===== src/ptt_pkg.sv =====
// Operation
// - power-on clear runs at power-up while the disable input is low
// - master clear high resets the counter; low lets it count
// - any reset clears all counter stages together
// - two select inputs pick divide by 2^8, 2^10, 2^13 or 2^16
// - upper and lower select both high pick the 2^16 tap
// - upper select high with lower select low picks the 2^8 tap
// - tap 2^n is the true output of stage n
// - during reset_any the output equals the polarity input; nrst low drives it low
// - repeat mode passes the selected tap to the output continuously
// - one-shot: latch clears at reset, sets after 2^(n-1) counts
// - one-shot output freezes; master clear or mode change restarts
// - master clear pulse clears counter and latch, output goes to the polarity level
// - each master clear pulse restarts the interval from zero
package ptt_pkg;
    localparam int CNT_W = 16;
    localparam logic [3:0] TAP_IDX_16 = 4'hf;
    localparam logic [3:0] TAP_IDX_8 = 4'h7;
    localparam logic [3:0] TAP_IDX_10 = 4'h9;
    localparam logic [3:0] TAP_IDX_13 = 4'hc;
    localparam int OSC_RATE_KHZ = 1000;
    localparam int CLK_RATE_KHZ = 25000;
    localparam logic [7:0] OSC_HALF_CYC =
        8'((CLK_RATE_KHZ / OSC_RATE_KHZ) / 2);
    localparam logic [4:0] POR_CYC = 5'h10;
    localparam logic [7:0] REG_CTRL = 8'h00;
    localparam logic [7:0] REG_STATUS = 8'h04;
    localparam logic [7:0] REG_COUNT = 8'h08;
    localparam int CTRL_SOFT_CLR = 0;
    localparam int CTRL_EXT_CLK = 1;
    localparam logic [1:0] CTRL_RESET = 2'h0;
    localparam int STAT_OUT = 0;
    localparam int STAT_LATCH = 1;
    localparam int STAT_RESET = 2;
    localparam int PIN_N = 7;
    localparam int PIN_MCLR = 0;
    localparam int PIN_SEL_UP = 1;
    localparam int PIN_SEL_LO = 2;
    localparam int PIN_POL = 3;
    localparam int PIN_REPEAT = 4;
    localparam int PIN_POR_DIS = 5;
    localparam int PIN_EXT_CLK = 6;
endpackage

`timescale 1ns/1ps
`default_nettype none
module ptt_sync
#(
    parameter int W = 1
)
(
    input wire logic clk_sys,
    input wire logic nrst,
    input wire logic [W-1:0] d,
    output logic [W-1:0] q
);
    logic [W-1:0] meta;
    logic [W-1:0] next_meta;
    logic [W-1:0] next_q;

    always_comb
    begin
        next_meta = d;
        next_q = meta;
    end

    always_ff @(posedge clk_sys)
    begin
        if (!nrst)
        begin
            meta <= '0;
            q <= '0;
        end
        else
        begin
            meta <= next_meta;
            q <= next_q;
        end
    end
endmodule // ptt_sync
`default_nettype wire


===== src/ptt_timer.sv =====
`timescale 1ns/1ps
`default_nettype none
module ptt_timer
    import ptt_pkg::*;
(
    input wire logic clk_sys,
    input wire logic nrst,
    input wire logic master_clear,
    input wire logic tap_sel_upper,
    input wire logic tap_sel_lower,
    input wire logic out_polarity,
    input wire logic mode_repeat,
    input wire logic por_disable,
    input wire logic ext_clk,
    output logic timer_out,
    output logic osc_resistor_node,
    output logic osc_capacitor_node,
    input wire logic psel,
    input wire logic penable,
    input wire logic pwrite,
    input wire logic [7:0] paddr,
    input wire logic [31:0] pwdata,
    output logic [31:0] prdata,
    output logic pready,
    output logic pslverr
);
    function automatic logic [3:0] tap_index(input logic up,
                                             input logic lo);
        logic [3:0] idx;
        idx = TAP_IDX_13;
        if (up && lo)
            idx = TAP_IDX_16;
        else if (up)
            idx = TAP_IDX_8;
        else if (lo)
            idx = TAP_IDX_10;
        return idx;
    endfunction

    function automatic logic reg_hit(input logic [7:0] a);
        return (a == REG_CTRL) || (a == REG_STATUS) || (a == REG_COUNT);
    endfunction

    logic [PIN_N-1:0] pins_raw;
    logic [PIN_N-1:0] pins;

    assign pins_raw = {ext_clk, por_disable, mode_repeat, out_polarity,
                       tap_sel_lower, tap_sel_upper, master_clear};

    ptt_sync #(.W(PIN_N)) u_sync
    (
        .clk_sys(clk_sys),
        .nrst(nrst),
        .d(pins_raw),
        .q(pins)
    );

    // control register and bus
    logic [1:0] ctrl;
    logic [1:0] next_ctrl;
    logic [31:0] next_prdata;
    logic wr_en;
    logic setup;

    // power-on clear
    logic [4:0] por_cnt;
    logic [4:0] next_por_cnt;
    logic por_done;
    logic next_por_done;
    logic por_active;

    // oscillator and edge detect
    logic [7:0] osc_cnt;
    logic [7:0] next_osc_cnt;
    logic osc_phase;
    logic next_osc_phase;
    logic ext_prev;
    logic next_ext_prev;
    logic mode_prev;
    logic next_mode_prev;
    logic osc_tick;
    logic tick;

    // counter and output
    logic [CNT_W-1:0] count;
    logic [CNT_W-1:0] next_count;
    logic latch;
    logic next_latch;
    logic out_q;
    logic next_out_q;
    logic reset_any;
    logic tap;
    logic count_en;
    logic [CNT_W-1:0] carry;

    assign setup = psel && !penable;
    assign wr_en = psel && penable && pwrite && reg_hit(paddr);
    assign pready = psel && penable;
    assign pslverr = psel && penable && !reg_hit(paddr);

    assign por_active = !por_done && !pins[PIN_POR_DIS];
    assign reset_any = por_active || pins[PIN_MCLR]
                    || ctrl[CTRL_SOFT_CLR]
                    || (pins[PIN_REPEAT] != mode_prev);
    assign tap = count[tap_index(pins[PIN_SEL_UP],
                                 pins[PIN_SEL_LO])];
    assign osc_tick = (osc_cnt == OSC_HALF_CYC - 8'h01) && !osc_phase;
    assign tick = ctrl[CTRL_EXT_CLK] ? (pins[PIN_EXT_CLK] && !ext_prev)
                                     : osc_tick;
    assign count_en = tick && !(!pins[PIN_REPEAT] && latch);
    assign carry[0] = count_en;

    // each stage toggles once every lower stage is high
    generate
        for (genvar g = 1; g < CNT_W; g++)
        begin : g_stage
            assign carry[g] = carry[g-1] && count[g-1];
        end
    endgenerate

    always_comb
    begin
        next_ctrl = ctrl;
        if (wr_en && paddr == REG_CTRL)
            next_ctrl = pwdata[1:0];
        next_prdata = prdata;
        if (setup)
        begin
            next_prdata = 32'h0;
            unique case (paddr)
                REG_CTRL: next_prdata[1:0] = ctrl;
                REG_STATUS:
                begin
                    next_prdata[STAT_OUT] = out_q;
                    next_prdata[STAT_LATCH] = latch;
                    next_prdata[STAT_RESET] = reset_any;
                end
                REG_COUNT: next_prdata[CNT_W-1:0] = count;
                default: next_prdata = 32'h0;
            endcase
        end
    end

    always_comb
    begin
        next_por_cnt = por_cnt;
        next_por_done = por_done;
        if (!por_done)
        begin
            next_por_cnt = por_cnt + 5'h01;
            if (pins[PIN_POR_DIS] || por_cnt == POR_CYC - 5'h01)
                next_por_done = 1'b1;
        end
    end

    always_comb
    begin
        next_ext_prev = pins[PIN_EXT_CLK];
        next_mode_prev = pins[PIN_REPEAT];
        next_osc_cnt = osc_cnt;
        next_osc_phase = osc_phase;
        if (reset_any || ctrl[CTRL_EXT_CLK])
        begin
            next_osc_cnt = 8'h00;
            next_osc_phase = 1'b0;
        end
        else if (osc_cnt == OSC_HALF_CYC - 8'h01)
        begin
            next_osc_cnt = 8'h00;
            next_osc_phase = !osc_phase;
        end
        else
            next_osc_cnt = osc_cnt + 8'h01;
    end

    always_comb
    begin
        next_count = count;
        next_latch = latch;
        next_out_q = out_q;
        if (reset_any)
        begin
            next_count = '0;
            next_latch = 1'b0;
            next_out_q = pins[PIN_POL];
        end
        else
        begin
            next_count = count ^ carry;
            if (!pins[PIN_REPEAT] && tap)
                next_latch = 1'b1;
            if (pins[PIN_REPEAT])
                next_out_q = tap ^ pins[PIN_POL];
            else
                next_out_q = (latch || tap) ^ pins[PIN_POL];
        end
    end

    always_ff @(posedge clk_sys)
    begin
        if (!nrst)
        begin
            ctrl <= CTRL_RESET;
            prdata <= 32'h0;
        end
        else
        begin
            ctrl <= next_ctrl;
            prdata <= next_prdata;
        end
    end

    always_ff @(posedge clk_sys)
    begin
        if (!nrst)
        begin
            por_cnt <= 5'h00;
            por_done <= 1'b0;
        end
        else
        begin
            por_cnt <= next_por_cnt;
            por_done <= next_por_done;
        end
    end

    always_ff @(posedge clk_sys)
    begin
        if (!nrst)
        begin
            osc_cnt <= 8'h00;
            osc_phase <= 1'b0;
            ext_prev <= 1'b0;
            mode_prev <= 1'b0;
        end
        else
        begin
            osc_cnt <= next_osc_cnt;
            osc_phase <= next_osc_phase;
            ext_prev <= next_ext_prev;
            mode_prev <= next_mode_prev;
        end
    end

    always_ff @(posedge clk_sys)
    begin
        if (!nrst)
        begin
            count <= '0;
            latch <= 1'b0;
            out_q <= 1'b0;
        end
        else
        begin
            count <= next_count;
            latch <= next_latch;
            out_q <= next_out_q;
        end
    end

    assign timer_out = out_q;
    assign osc_resistor_node = osc_phase;
    assign osc_capacitor_node = !osc_phase;
endmodule // ptt_timer
`default_nettype wire


===== config.mk =====
export PLATFORM = sky130hd
export DESIGN_NAME = ptt_timer
export DESIGN_NICKNAME = d
export VERILOG_FILES = /design/src/ptt_pkg.sv /design/src/ptt_timer.sv
export SDC_FILE = /design/constraint.sdc
export NUM_CORES = 1
export LEC_CHECK = 0
export ABC_AREA = 1
export BUFFER_PORTS_ARGS = -buffer_cell sky130_fd_sc_hd__buf_2
export CAP_MARGIN = 20
export CORE_MARGIN = 2
export CORE_UTILIZATION = 44
export DETAILED_ROUTE_END_ITERATION = 6
export PLACE_DENSITY = 0.75
export SYNTH_ARGS = -nofsm -noshare
export SYNTH_HDL_FRONTEND = slang
export SYNTH_SLANG_ARGS = --single-unit

===== constraint.sdc =====
create_clock -name clk_sys -period 5 [get_ports clk_sys]
set_input_delay 0.75 -clock clk_sys [delete_from_list [all_inputs] [get_ports clk_sys]]
set_output_delay 0.75 -clock clk_sys [all_outputs]
set_load 0.005 [all_outputs]

==> flow_summary.ini <==
[setup_path]
worstSetupPathType = reg2reg
critical_path_arrival_ns = 4.29
end_kind = flop
cp-start-kind = flop
cp_max_fo = 3
crit_required_ns = 5.22

[status]
violations = design-rule violations
status = finished, violations left

[route]
drtPass1Iterations = 7
routed_wl_um = 4800
post-route-drc-count = 6
drt_iter0_drc = 65
avgRoutedWirePerCell_um = 9.83
via_per_inst = 4.53
final_antenna_net_count = 0
vias = 2213

[sta]
fmax_mhz = 246
hold_violations = 0
layout_setup_ws_ns = 0.932
min_period_ns = 4.07
tightest_slew_ns = 0.604
fin_setup_tns_ns = 0
rsz0062_at_grt = false
setup_violations = 0
final-max-slew-violation-count = 0
clock_skew_ns = 0.00893
whs_ns = 0.411
timing.final.crit_share_pct = 81.4
slew_headroom_pct = 59.7

[final_layout]
fin_area_sq_um = 3310
antennaDiodeCount = 0
synthToLayoutAreaGrowth_pct = 12.7
fill_cells = 630
final_cells = 488
drive_above_1_share_pct = 18.0
num-nets-final = 476

[cts]
cts_tree = done
htreeDepth = 3
post-cts-setup-buffer-count = 0
clk_pin_slew_ns = 0.06
max-clock-path-buffers = 2
cts_made_buffers = 9
hold_buffers = 0
clkSinkCount = 67
cts_resized = 0
clk_latency_ns = 0.34
clockRootBuffer = clkbuf_8

[min_path]
hold_path_class = reg2reg

[power]
p_leak_nw = 1.59
max-vdd-ir-drop_mv = 0.157
power_density_nw_per_um2 = 306

[global_routing]
grt_overflow = 0
grt_pass1_wl_um = 8580
grt.total_usage_pct = 14.7
grt_pass1_vias = 2091
grt_max_degree = 36
antenna_found_initial = 0

[logic_synthesis]
synth_area_sq_um = 2940
ys_seq_area_share_pct = 45.6
synthesis.instances = 362
yosys_warnings = 0
syn_avg_cell_area_sq_um = 8.12
synth_seq_cells = 67
synth.distinct_cells = 31

[placed_design]
portBuffers = 42
hpwl_um = 3610
dp_slack_ns = 0.895
dp_cells = 472
placed_area_sq_um = 3140
routabilityCongestion = 0.768

[floorplanning]
io_pins = 89
start_util_pct = 45.8
die-area_sq_um = 7350
rows = 29
die_width_um = 85.7
core-area_sq_um = 6420
die_y_um = 85.7

[run]
max_cap_viol_count = 0
[layout by cell type (no fill, tap or decap), types with 2 or more instances in the layout]
cell type  count
clkinv_2       2
buf_2         42
nor2_4        10
ha_1          18
a211oi_1       3
nand3b_1       2
nand3_1       12
clkbuf_8      11
a21oi_1       23
nor3_1         8
nor2_1        38
o21ai_0       17
conb_1        16
nand2_1       60
clkbuf_1       3
dfxtp_1       67
nor3_4         2
xnor2_1        2
inv_1         60
xor2_1         4
[flip-flops by register name, summed over array words and instances (netlist names)]
signal,count
u_sync.q,7
latch,1
ext_prev,1
mode_prev,1
timer_out,1
osc_resistor_node,1
ctrl,2
u_sync.meta,7
por_done,1
count,16
por_cnt,5
prdata,16
osc_cnt,8
[cell usage after synthesis]
master,n,area [sq um]
a211oi_1,3,22.5
nand4_1,1,6.26
nand2_4,1,11.3
clkbuf_1,5,18.8
nand3b_1,2,15.0
nor2_2,1,6.26
inv_1,60,225
buf_1,1,3.75
nor3_1,8,40.0
a21oi_1,23,115
clkinv_1,1,3.75
a31oi_1,1,6.26
nand3_1,12,60.1
inv_2,1,3.75
nor3_2,1,10.0
conb_1,1,3.75
nor3_4,2,32.5
nor2_1,38,143
buf_4,17,128
o21ai_0,17,85.1
nand2_1,60,225
nand3_2,1,10.0
ha_1,18,225
dfxtp_1,67,1340
nand2_2,1,6.26
buf_8,1,15.0
nor2_4,10,113
nor4_1,1,6.26
buf_2,1,5.00
xnor2_1,2,17.5
xor2_1,4,35.0
[metal layers]
layer / share of wire (%) / track usage (%) / vias to the layer above
li1: - / - / 1182
met5: 0 / 0 / -
met1: 47 / 17.3 / 964
met4: 2.9 / 9.81 / 0
met3: 4.4 / 2.69 / 11
met2: 46 / 24.3 / 56
[report_power, final]
| group | total [mW] | switching, mW | internal (mW) |
|---|---|---|---|
| clock network | 0.388 | 0.182 | 0.206 |
| registers | 0.559 | 0.00843 | 0.550 |
| logic | 0.0684 | 0.0432 | 0.0252 |
| total | 1.01 | 0.233 | 0.782 |
[critical path: stages, from the launching register on]
cell,delay [ns]
dfxtp_1,0.33
ha_1,0.22
nand3b_1,0.11
nor2_1,0.06
nand2_1,0.07
a211oi_1,0.09
ha_1,0.19
ha_1,0.18
ha_1,0.18
ha_1,0.18
ha_1,0.18
ha_1,0.18
ha_1,0.19
ha_1,0.18
ha_1,0.18
ha_1,0.19
ha_1,0.19
ha_1,0.18
ha_1,0.17
ha_1,0.18
ha_1,0.19
xnor2_1,0.28
nor2_4,0.06
[through the flow]
stage	util, %	power (mW)
2_1_floorplan	-	0.624
3_3_place_gp	48.9	0.636
3_5_place_dp	48.9	0.640
4_1_cts	51.6	1.03
5_1_grt	51.6	1.06
6_report	51.6	1.01
[worst paths after layout]
kind	startpoint	end	slack, ns	cells past startpoint
max	osc_cnt[0]	count[15]	0.93	22
min	u_sync.meta[0]	u_sync.q[0]	0.41	2
min reg2reg	u_sync.meta[0]	u_sync.q[0]	0.41	2
max reg2reg	osc_cnt[0]	count[15]	0.93	22
[area by class of cell]
class                           count  area (sq um)  area share (%)
Multi-Input combinational cell    223          1250            37.8
Sequential cell                    67          1340            40.5
Clock buffer                       14           163            4.91
Timing Repair Buffer               43           218            6.57
Inverter                           62           233            7.03
Clock inverter                      2          10.0           0.302
Tap cell                           77          96.3            2.91
[cells by family (layout without fill, tap and decap cells)]
kind of cell	after synthesis	count (layout)	share of synthesized area, %
AND/OR/NAND/NOR	139	139	23.3
AO/OA/AOI/OAI	44	44	7.79
flip-flops	67	67	45.6
buffers and inverters	87	121	13.7
XOR/XNOR	6	6	1.79
adder cells (fa/ha/maj)	18	18	7.66
other	1	16	0.128
Note: power is estimated with default switching activity, not from simulation.
